File: config.mk
export PLATFORM = sky130hd
export DESIGN_NAME = dspdec_decoder
export DESIGN_NICKNAME = d
export VERILOG_FILES = /design/src/hw/dspdec_pkg.sv /design/src/hw/dspdec_decoder.sv
export VERILOG_INCLUDE_DIRS = /design/src /design/src/hw
export SDC_FILE = /design/constraint.sdc
export NUM_CORES = 1
export LEC_CHECK = 0
export ABC_AREA = 1
export ABC_CLOCK_PERIOD_IN_PS = 4100
export CAP_MARGIN = 0
export CORE_MARGIN = 2
export CORE_UTILIZATION = 45
export CTS_BUF_LIST = sky130_fd_sc_hd__clkbuf_4
export DETAILED_ROUTE_END_ITERATION = 12
export DONT_BUFFER_PORTS = 1
export GPL_TIMING_DRIVEN = 0
export SYNTH_ARGS = -nofsm -noshare
export SYNTH_HDL_FRONTEND = slang
export SYNTH_SLANG_ARGS = --single-unit
export TNS_END_PERCENT = 5
File: constraint.sdc
create_clock -name clock -period 4.1 [get_ports clock]
set_input_delay 0.82 -clock clock [delete_from_list [all_inputs] [get_ports clock]]
set_output_delay 0.82 -clock clock [all_outputs]
set_load 0.005 [all_outputs]
File: src/hw/dspdec_cfg.svh
// dspdec_cfg.svh: opcode patterns, field positions, register map and reset values
// assumes inclusion by the decoder module only
`ifndef DSPDEC_CFG_SVH
`define DSPDEC_CFG_SVH

// full 16-bit instruction words
`define DD_W_JUMP        16'hF900
`define DD_W_CALL_ACC    16'h7F8C
`define DD_W_CALL        16'hF800
`define DD_W_RETURN      16'h7F8D
`define DD_W_IRQ_MASK    16'h7F81
`define DD_W_IRQ_UNMASK  16'h7F82
`define DD_W_POP         16'h7F9D
`define DD_W_PUSH        16'h7F9C
`define DD_W_ADD_PROD    16'h7F8F

// upper bytes
`define DD_B_AUX_NZ      8'hF4
`define DD_B_OVF         8'hF5
`define DD_B_TEST_LOW    8'hF6
`define DD_B_ACC_LT      8'hFA
`define DD_B_ACC_LE      8'hFB
`define DD_B_ACC_GT      8'hFC
`define DD_B_ACC_GE      8'hFD
`define DD_B_ACC_NZ      8'hFE
`define DD_B_ACC_Z       8'hFF
`define DD_B_LOAD_ST     8'h7B
`define DD_B_DATA_COPY   8'h69
`define DD_B_LOAD_T_MOVE 8'h6B
`define DD_B_PAGE_LOAD   8'h6F
`define DD_B_AUX_MODIFY  8'h68

// partial patterns: top bits only
`define DD_P_PORT_IN     5'h08
`define DD_P_PORT_OUT    5'h09
`define DD_P_AUX_IMM     7'h38
`define DD_P_AUX_STORE   7'h18
`define DD_P_ARP_IMM     15'h3440
`define DD_P_PAGE_IMM    15'h3700

// operand fields
`define DD_F_IND_BIT     7
`define DD_F_ARP_KEEP    3
`define DD_F_R_BIT       8
`define DD_F_K_BIT       0
`define DD_F_PORT_LSB    8
`define DD_TARGET_W      12

// register map, byte addresses
`define DD_A_CTRL        8'h00
`define DD_A_STATUS      8'h04
`define DD_A_LAST_OP     8'h08
`define DD_A_COUNT       8'h0C

// reset values
`define DD_RST_ENABLE    1'b1
`define DD_RST_IRQ_MASK  1'b1
`define DD_RST_ARP       1'b0
`define DD_RST_PAGE      1'b0

`endif

File: src/hw/dspdec_pkg.sv
// dspdec_pkg: decoded operation and sequencer state types
// assumes dspdec_cfg.svh holds every numeric constant
package dspdec_pkg;

  typedef enum logic [4:0] {
    DD_OP_OTHER,
    DD_OP_JUMP,
    DD_OP_JUMP_AUX_NONZERO,
    DD_OP_JUMP_ACC_GE_ZERO,
    DD_OP_JUMP_ACC_GT_ZERO,
    DD_OP_JUMP_ACC_LE_ZERO,
    DD_OP_JUMP_ACC_LT_ZERO,
    DD_OP_JUMP_ACC_NONZERO,
    DD_OP_JUMP_ACC_ZERO,
    DD_OP_JUMP_TEST_PIN_LOW,
    DD_OP_JUMP_ON_OVF,
    DD_OP_CALL_FROM_ACC,
    DD_OP_CALL_DIRECT,
    DD_OP_RETURN_SUB,
    DD_OP_IRQ_MASK,
    DD_OP_IRQ_UNMASK,
    DD_OP_LOAD_STATUS_WORD,
    DD_OP_STACK_POP,
    DD_OP_STACK_PUSH,
    DD_OP_DATA_SHIFT_COPY,
    DD_OP_PORT_IN,
    DD_OP_PORT_OUT,
    DD_OP_ADD_PRODUCT,
    DD_OP_LOAD_T_ACC_MOVE,
    DD_OP_AUX_LOAD_IMM,
    DD_OP_AUX_PTR_LOAD_IMM,
    DD_OP_PAGE_PTR_LOAD,
    DD_OP_PAGE_PTR_LOAD_IMM,
    DD_OP_AUX_MODIFY,
    DD_OP_AUX_STORE
  } dspdec_op_e;

  typedef enum logic [1:0] {
    DD_ST_IDLE,
    DD_ST_WORD2,
    DD_ST_STALL
  } dspdec_state_e;

endpackage : dspdec_pkg

File: src/hw/dspdec_decoder.sv
// dspdec_decoder: instruction decoder and cycle sequencer with a wishbone register port
// assumes one clock domain shared with fetch and datapath; test_pin is asynchronous
//
// Our own choices: the register offsets and register access over Wishbone.
`timescale 1ns/1ps
`include "dspdec_cfg.svh"

module dspdec_decoder
  import dspdec_pkg::*;
(
  input  wire logic        clock,
  input  wire logic        rst,
  input  wire logic        wb_cyc_i,
  input  wire logic        wb_stb_i,
  input  wire logic        wb_we_i,
  input  wire logic [7:0]  wb_adr_i,
  input  wire logic [3:0]  wb_sel_i,
  input  wire logic [31:0] wb_dat_i,
  output logic      [31:0] wb_dat_o,
  output logic             wb_ack_o,
  input  wire logic        instr_valid,
  input  wire logic [15:0] instr_word,
  output logic             instr_ready,
  input  wire logic        acc_zero,
  input  wire logic        acc_neg,
  input  wire logic        aux_nonzero,
  input  wire logic        ovf_flag,
  input  wire logic        test_pin,
  input  wire logic        page_load_bit,
  output logic             op_valid,
  output dspdec_op_e       op_code,
  output logic             op_taken,
  output logic      [11:0] op_target,
  output logic      [6:0]  op_dma,
  output logic             op_indirect,
  output logic      [7:0]  op_operand,
  output logic             op_aux_sel,
  output logic      [2:0]  op_port,
  output logic             aux_select_pointer,
  output logic             page_pointer,
  output logic             irq_masked,
  output logic             busy
);

  ////////////////////////////////////////////////////////////////////////////
  // functions

  // opcode classification, one pattern per instruction
  function automatic dspdec_op_e classify(input logic [15:0] w);
    dspdec_op_e r;
    r = DD_OP_OTHER;
    if (w == `DD_W_JUMP) r = DD_OP_JUMP;
    else if (w == `DD_W_CALL) r = DD_OP_CALL_DIRECT;
    else if (w == `DD_W_CALL_ACC) r = DD_OP_CALL_FROM_ACC;
    else if (w == `DD_W_RETURN) r = DD_OP_RETURN_SUB;
    else if (w == `DD_W_IRQ_MASK) r = DD_OP_IRQ_MASK;
    else if (w == `DD_W_IRQ_UNMASK) r = DD_OP_IRQ_UNMASK;
    else if (w == `DD_W_POP) r = DD_OP_STACK_POP;
    else if (w == `DD_W_PUSH) r = DD_OP_STACK_PUSH;
    else if (w == `DD_W_ADD_PROD) r = DD_OP_ADD_PRODUCT;
    else if (w[15:1] == `DD_P_ARP_IMM) r = DD_OP_AUX_PTR_LOAD_IMM;
    else if (w[15:1] == `DD_P_PAGE_IMM) r = DD_OP_PAGE_PTR_LOAD_IMM;
    else if (w[15:11] == `DD_P_PORT_IN) r = DD_OP_PORT_IN;
    else if (w[15:11] == `DD_P_PORT_OUT) r = DD_OP_PORT_OUT;
    else if (w[15:9] == `DD_P_AUX_IMM) r = DD_OP_AUX_LOAD_IMM;
    else if (w[15:9] == `DD_P_AUX_STORE) r = DD_OP_AUX_STORE;
    else
    begin
      unique case (w[15:8])
        `DD_B_AUX_NZ:      r = DD_OP_JUMP_AUX_NONZERO;
        `DD_B_ACC_GE:      r = DD_OP_JUMP_ACC_GE_ZERO;
        `DD_B_ACC_GT:      r = DD_OP_JUMP_ACC_GT_ZERO;
        `DD_B_ACC_LE:      r = DD_OP_JUMP_ACC_LE_ZERO;
        `DD_B_ACC_LT:      r = DD_OP_JUMP_ACC_LT_ZERO;
        `DD_B_ACC_NZ:      r = DD_OP_JUMP_ACC_NONZERO;
        `DD_B_ACC_Z:       r = DD_OP_JUMP_ACC_ZERO;
        `DD_B_TEST_LOW:    r = DD_OP_JUMP_TEST_PIN_LOW;
        `DD_B_OVF:         r = DD_OP_JUMP_ON_OVF;
        `DD_B_LOAD_ST:     r = DD_OP_LOAD_STATUS_WORD;
        `DD_B_DATA_COPY:   r = DD_OP_DATA_SHIFT_COPY;
        `DD_B_LOAD_T_MOVE: r = DD_OP_LOAD_T_ACC_MOVE;
        `DD_B_PAGE_LOAD:   r = DD_OP_PAGE_PTR_LOAD;
        `DD_B_AUX_MODIFY:  r = DD_OP_AUX_MODIFY;
        default:           r = DD_OP_OTHER;
      endcase
    end
    return r;
  endfunction : classify

  // two-word instructions carry a target in the second word
  function automatic logic is_two_word(input dspdec_op_e op);
    return (op inside {DD_OP_JUMP, DD_OP_JUMP_AUX_NONZERO, DD_OP_JUMP_ACC_GE_ZERO,
                       DD_OP_JUMP_ACC_GT_ZERO, DD_OP_JUMP_ACC_LE_ZERO, DD_OP_JUMP_ACC_LT_ZERO,
                       DD_OP_JUMP_ACC_NONZERO, DD_OP_JUMP_ACC_ZERO, DD_OP_JUMP_TEST_PIN_LOW,
                       DD_OP_JUMP_ON_OVF, DD_OP_CALL_DIRECT});
  endfunction : is_two_word

  // one-word instructions that still need a second cycle
  function automatic logic is_stall(input dspdec_op_e op);
    return (op inside {DD_OP_CALL_FROM_ACC, DD_OP_RETURN_SUB, DD_OP_STACK_POP,
                       DD_OP_STACK_PUSH, DD_OP_PORT_IN, DD_OP_PORT_OUT});
  endfunction : is_stall

  ////////////////////////////////////////////////////////////////////////////
  // test pin synchroniser, only the second stage is read

  logic test_meta_ff;
  logic test_sync_ff;

  always_ff @(posedge clock)
  begin
    test_meta_ff <= test_pin;
    test_sync_ff <= test_meta_ff;
  end

  ////////////////////////////////////////////////////////////////////////////
  // sequencer

  dspdec_state_e state_ff;
  dspdec_state_e nxt_state;
  dspdec_op_e    held_op_ff;
  logic [15:0]   first_ff;
  logic          ctrl_en_ff;

  wire logic       in_idle   = (state_ff == DD_ST_IDLE);
  wire logic       in_word2  = (state_ff == DD_ST_WORD2);
  wire logic       in_stall  = (state_ff == DD_ST_STALL);
  wire logic       take      = instr_valid && instr_ready;
  wire dspdec_op_e word_op   = classify(instr_word);
  wire logic       take_two  = take && in_idle && is_two_word(word_op);
  wire logic       take_stl  = take && in_idle && is_stall(word_op);
  wire logic       take_one  = take && in_idle && !is_two_word(word_op) && !is_stall(word_op);
  // completion in the cycle that ends the listed cycle count
  wire logic       done_now  = take_one || (take && in_word2) || in_stall;
  wire dspdec_op_e done_op   = in_idle ? word_op : held_op_ff;
  wire logic [15:0] done_w   = in_idle ? instr_word : first_ff;
  wire logic       test_low  = !test_sync_ff;

  // fetch is refused in the stall cycle and while disabled between instructions
  assign instr_ready = (in_idle && ctrl_en_ff) || in_word2;
  assign busy        = !in_idle;

  // next state
  always_comb
  begin
    nxt_state = state_ff;
    unique case (state_ff)
      DD_ST_IDLE:
      begin
        if (take_two)
          nxt_state = DD_ST_WORD2;
        else if (take_stl)
          nxt_state = DD_ST_STALL;
      end
      DD_ST_WORD2:
      begin
        if (take)
          nxt_state = DD_ST_IDLE;
      end
      DD_ST_STALL:
        nxt_state = DD_ST_IDLE;
    endcase
  end

  // branch condition of the held instruction at second-word time
  logic cond_met;
  always_comb
  begin
    unique case (held_op_ff)
      DD_OP_JUMP_AUX_NONZERO:  cond_met = aux_nonzero;
      DD_OP_JUMP_ACC_GE_ZERO:  cond_met = !acc_neg;
      DD_OP_JUMP_ACC_GT_ZERO:  cond_met = !acc_neg && !acc_zero;
      DD_OP_JUMP_ACC_LE_ZERO:  cond_met = acc_neg || acc_zero;
      DD_OP_JUMP_ACC_LT_ZERO:  cond_met = acc_neg;
      DD_OP_JUMP_ACC_NONZERO:  cond_met = !acc_zero;
      DD_OP_JUMP_ACC_ZERO:     cond_met = acc_zero;
      DD_OP_JUMP_TEST_PIN_LOW: cond_met = test_low;
      DD_OP_JUMP_ON_OVF:       cond_met = ovf_flag;
      default:                 cond_met = 1'b1;
    endcase
  end

  // state and first word
  always_ff @(posedge clock)
  begin
    if (rst)
    begin
      state_ff   <= DD_ST_IDLE;
      held_op_ff <= DD_OP_OTHER;
      first_ff   <= 16'h0000;
    end
    else
    begin
      state_ff <= nxt_state;
      if (take && in_idle)
      begin
        held_op_ff <= word_op;
        first_ff   <= instr_word;
      end
    end
  end

  ////////////////////////////////////////////////////////////////////////////
  // decoded operation outputs, loaded at completion

  logic             op_valid_ff;
  dspdec_op_e       op_code_ff;
  logic             op_taken_ff;
  logic [11:0]      op_target_ff;
  logic [7:0]       op_operand_ff;
  logic [2:0]       op_port_ff;
  logic             op_aux_sel_ff;

  // target from the low 12 bits of the second word; the 0000 nibble is not checked
  wire logic [11:0] target_w = in_word2 ? instr_word[`DD_TARGET_W-1:0] : 12'h000;

  always_ff @(posedge clock)
  begin
    if (rst)
    begin
      op_valid_ff   <= 1'b0;
      op_code_ff    <= DD_OP_OTHER;
      op_taken_ff   <= 1'b0;
      op_target_ff  <= 12'h000;
      op_operand_ff <= 8'h00;
      op_port_ff    <= 3'h0;
      op_aux_sel_ff <= 1'b0;
    end
    else
    begin
      op_valid_ff <= done_now;
      if (done_now)
      begin
        op_code_ff    <= done_op;
        op_taken_ff   <= in_word2 ? cond_met : 1'b0;
        op_target_ff  <= target_w;
        op_operand_ff <= done_w[7:0];
        op_port_ff    <= done_w[`DD_F_PORT_LSB+2:`DD_F_PORT_LSB];
        op_aux_sel_ff <= done_w[`DD_F_R_BIT];
      end
    end
  end

  assign op_valid    = op_valid_ff;
  assign op_code     = op_code_ff;
  assign op_taken    = op_taken_ff;
  assign op_target   = op_target_ff;
  assign op_operand  = op_operand_ff;
  assign op_port     = op_port_ff;
  assign op_aux_sel  = op_aux_sel_ff;
  // direct address is the low seven bits, 0 to 127
  assign op_dma      = op_operand_ff[6:0];
  assign op_indirect = op_operand_ff[`DD_F_IND_BIT];

  ////////////////////////////////////////////////////////////////////////////
  // architectural pointers and interrupt mask kept by the decoder

  logic arp_ff;
  logic page_ff;
  logic irq_masked_ff;

  // indirect operands may name a new pointer when the keep bit is low
  wire logic ind_new_arp = done_w[`DD_F_IND_BIT] && !done_w[`DD_F_ARP_KEEP];
  wire logic has_mem_op  = !(done_op inside {DD_OP_OTHER, DD_OP_AUX_LOAD_IMM, DD_OP_AUX_PTR_LOAD_IMM,
                                             DD_OP_PAGE_PTR_LOAD_IMM, DD_OP_ADD_PRODUCT,
                                             DD_OP_IRQ_MASK, DD_OP_IRQ_UNMASK, DD_OP_STACK_POP,
                                             DD_OP_STACK_PUSH, DD_OP_RETURN_SUB, DD_OP_CALL_FROM_ACC})
                           && !is_two_word(done_op);

  always_ff @(posedge clock)
  begin
    if (rst)
    begin
      arp_ff        <= `DD_RST_ARP;
      page_ff       <= `DD_RST_PAGE;
      irq_masked_ff <= `DD_RST_IRQ_MASK;
    end
    else if (done_now)
    begin
      if (done_op == DD_OP_AUX_PTR_LOAD_IMM)
        arp_ff <= done_w[`DD_F_K_BIT];
      else if (has_mem_op && ind_new_arp)
        arp_ff <= done_w[`DD_F_K_BIT];
      if (done_op == DD_OP_PAGE_PTR_LOAD_IMM)
        page_ff <= done_w[`DD_F_K_BIT];
      else if (done_op == DD_OP_PAGE_PTR_LOAD)
        page_ff <= page_load_bit;
      if (done_op == DD_OP_IRQ_MASK)
        irq_masked_ff <= 1'b1;
      else if (done_op == DD_OP_IRQ_UNMASK)
        irq_masked_ff <= 1'b0;
    end
  end

  assign aux_select_pointer = arp_ff;
  assign page_pointer       = page_ff;
  assign irq_masked         = irq_masked_ff;

  ////////////////////////////////////////////////////////////////////////////
  // wishbone slave: one wait state, unmapped reads return zero

  logic        ack_ff;
  logic [31:0] dat_ff;
  logic [15:0] count_ff;

  wire logic req       = wb_cyc_i && wb_stb_i && !ack_ff;
  wire logic wr_req    = wb_cyc_i && wb_stb_i && wb_we_i && ack_ff; // write lands on the acked edge only
  wire logic hit_ctrl  = (wb_adr_i == `DD_A_CTRL);
  wire logic hit_count = (wb_adr_i == `DD_A_COUNT);

  // read selection
  logic [31:0] rd_mux;
  always_comb
  begin
    unique case (wb_adr_i)
      `DD_A_CTRL:    rd_mux = {31'h00000000, ctrl_en_ff};
      `DD_A_STATUS:  rd_mux = {27'h0000000, busy, test_sync_ff, irq_masked_ff, page_ff, arp_ff};
      `DD_A_LAST_OP: rd_mux = {13'h0000, op_taken_ff, op_target_ff, 1'b0, op_code_ff};
      `DD_A_COUNT:   rd_mux = {16'h0000, count_ff};
      default:       rd_mux = 32'h00000000;
    endcase
  end

  // ack, read data and control write
  always_ff @(posedge clock)
  begin
    if (rst)
    begin
      ack_ff     <= 1'b0;
      dat_ff     <= 32'h00000000;
      ctrl_en_ff <= `DD_RST_ENABLE;
    end
    else
    begin
      ack_ff <= req;
      if (req)
        dat_ff <= rd_mux;
      if (wr_req && hit_ctrl && wb_sel_i[0])
        ctrl_en_ff <= wb_dat_i[0];
    end
  end

  // completed instructions; a completion in the clearing cycle still counts
  always_ff @(posedge clock)
  begin
    if (rst)
      count_ff <= 16'h0000;
    else if (wr_req && hit_count && (wb_sel_i[1:0] != 2'b00))
      count_ff <= {15'h0000, done_now};
    else if (done_now)
      count_ff <= count_ff + 16'h0001;
  end

  assign wb_ack_o = ack_ff;
  assign wb_dat_o = dat_ff;

endmodule : dspdec_decoder

==> results.tsv <==
stage	metric	value	unit
run_status	outcome	complete, no violations	
clock_tree	H-Tree Depth	3	
timing	Setup TNS Final	0	ns
timing	final slew viol count	0	
floorplanning	# IOs	149	
cells_and_area	Final #Nets	850	
timing	Final setup viols	0	
pwr	switching share of power	0.3470	
yosys	share of the synthesized area in the top cell type	0.3557	
grt	first-pass GRT wire length	22.90	mm
clock_tree	Setup Buffers After CTS	0	
grt	initial antenna violation count	1	
grt	pin count of the biggest net entering global routing	14	
cells_and_area	Util after Layout	0.4972	
setup_path	Worst EP required	3.28	ns
cells_and_area	most common cell after layout, fill and taps aside	nand2_1	
clock_tree	CTS sink count	90	
grt	grt total ovfl	0	
clock_tree	CTS buffer count	9	
route	drt via density	5.415	
floorplanning	die area	12120	um^2
yosys	top cells by area, synth	dfxtp_1, nand2_1, a21oi_1	
route	vias	4976	
yosys	number of synthesized register bits	90	
pwr	VDD IR-drop max	0.2196	mV
pwr	Seq pwr share	0.501	
floorplanning	Die Wd	110.1	um
setup_path	CP startpoint	state_ff[0]	
timing	Layout Skew	0.01808	ns
cells_and_area	final cell count without fillers	919	
route	WL per Instance	16.22	um
pwr	Clock power frac	0.241	
timing	RSZ-0062 raised after global routing	false	
min_path	HP Class	register to register	
route	number of DRC markers in iteration 0	309	
cells_and_area	most frequent cells in the layout	nand2_1, dfxtp_1, nor2_1	
clock_tree	clk buf depth	2	
yosys	post-synthesis sequential area ratio	0.3557	
cells_and_area	proportion of layout cells with a drive suffix above 1	0.1234	
route	DRT antenna net count	0	
timing	final hold violations	0	
min_path	hold path startpoint	test_meta_ff	
pwr	Sw Pwr	701.4	uW
pwr	PwrDens	373.4	nW/um^2
yosys	Mapped Cells	751	
yosys	Netlist cell types	42	
clock_tree	Post-CTS Hold Buffers	0	
timing	Slew headroom	0.5680	
yosys	largest area contributor in the netlist	dfxtp_1	
pwr	Comb power frac	0.258	
grt	vias in the first global route	4587	
yosys	mapped cell area	5065	um^2
timing	Final min period	2.745	ns
pwr	Pwr Total	2.022	mW
floorplanning	Die H	110.1	um
yosys	YS warnings	0	
pwr	Int Power	1.320	mW
grt	Global Route Usage Sum	0.2461	
setup_path	Worst Path Arrival	1.92	ns
cells_and_area	Syn-to-layout area delta	6.892	%
floorplanning	Starting Density	0.4652	
setup_path	worst r2r src	state_ff[0]	
route	Residual DRC	0	
clock_tree	Clock Pin Slew Worst Setup and Hold Paths	0.14	ns
yosys	Synth Area per Inst	6.744	um^2
pwr	Pleak	2.193	nW
setup_path	CP Launch Type	register	
timing	Worst Tran Pin Value	0.6479	ns
floorplanning	# rows	38	
placed_design	RD Place Congestion	0.9510	
route	drt total wl	14.90	mm
placed_design	Placed Cells	903	
clock_tree	CTS tree	yes	
placed_design	HPWL Detailed	11.64	mm
cells_and_area	Fillers	1153	
clock_tree	post_cts resized	0	
placed_design	# port buffers	0	
clock_tree	clock tree root buffer cell	clkbuf_4	
setup_path	critical path class	register to primary output	
clock_tree	Worst-Skew Late Latency	0.46	ns
setup_path	Worst Setup End Kind	primary output	
flow_run	Max Cap Violations	0	
timing	fmax	364.3	MHz
setup_path	CP max FO	10	
timing	Final Cycle Share	0.6695	
route	first-pass detailed-route iteration total	5	
floorplanning	Core Box Area	10890	um^2
[routing by layer]
metal | GRT usage | share of wire | vias to the layer above
li1 | - | - | 2495
met1 | 0.3000 | 0.43 | 2293
met2 | 0.4290 | 0.49 | 162
met3 | 0.04703 | 0.066 | 26
met4 | 0.09196 | 0.021 | 0
met5 | 0 | 0 | -
[power by group through the flow]
stage,Clock [mW],Combinational (mW),Sequential [mW]
floorplan,0,0.393,1.01
global placement,0,0.511,1.03
detailed placement,0,0.516,1.03
CTS,0.494,0.519,1.01
global route,0.528,0.580,1.02
finish,0.488,0.522,1.01
[registers in the layout (all words and copies together) (netlist names), 3 cells and up]
register,flops
wb_dat_o,19
count_ff,16
op_target,12
first_ff,11
op_operand,8
held_op_ff,5
op_code,5
op_port,3
[cell families after synthesis]
family / Yosys count / share of synthesized area
AOI/OAI and AO/OA: 161 / 0.1779
buffers and inverters: 136 / 0.1336
adders and majority gates: 4 / 0.009882
DFF: 90 / 0.3557
and+or+nand+nor: 359 / 0.3221
other: 1 / 0.0007404
[worst paths after layout]
path / slack, ns / depth (start not counted) / end
max: 1.36 / 5 / busy
min: 0.35 / 0 / test_sync_ff
max reg2reg: 1.57 / 14 / aux_select_pointer
min reg2reg: 0.35 / 0 / test_sync_ff
[worst max-delay path, cell delays in order (launching register included)]
cell and delay, ns:
dfxtp_1 0.40, inv_1 0.08, ha_1 0.20, clkbuf_8 0.16, inv_1 0.11, clkbuf_1 0.52
[layout make-up]
class	instances	area, um^2	area share
Buffer	51	354.1	0.06540
Inverter	85	322.8	0.05963
Clock inverter	4	43.79	0.008089
Sequential cell	90	1802	0.3328
Clock buffer	11	82.58	0.01525
Antenna cell	1	2.502	0.0004622
Multi-Input combinational cell	537	2631	0.4860
Tap cell	140	175.2	0.03235
[Yosys cell counts]
master,instances
a211oi_1,7
a21oi_1,62
a31oi_1,7
buf_1,1
buf_2,3
buf_4,23
buf_6,3
clkbuf_1,16
clkbuf_8,5
clkinv_1,2
clkinv_2,1
conb_1,1
dfxtp_1,90
ha_1,4
inv_1,66
inv_2,15
inv_4,1
nand2_1,160
nand2_2,14
nand2_4,4
nand3_1,54
nand3_2,1
nand3b_1,3
nand4_1,11
nand4_2,2
nor2_1,75
nor2_2,5
nor2_4,2
nor2_8,1
nor3_1,23
nor4_1,2
nor4_2,1
o2111ai_1,1
o211ai_1,8
o21ai_0,51
o21ai_1,7
o21bai_1,1
o221ai_1,2
o22ai_1,3
o311ai_0,1
o31ai_1,11
or2_2,1
[stage by stage]
stage                     hold slack (ns)  setup slack [ns]  area (um^2)
final                              0.3459             1.355         5414
after global routing               0.3491             1.264         5414
after CTS                          0.3477             1.337         5411
after detailed placement           0.3178             1.273         5285
after global placement             0.3115             1.320         5285
after floorplan                    0.3096             1.690         5110
Note: power is estimated with default switching activity, not from simulation.
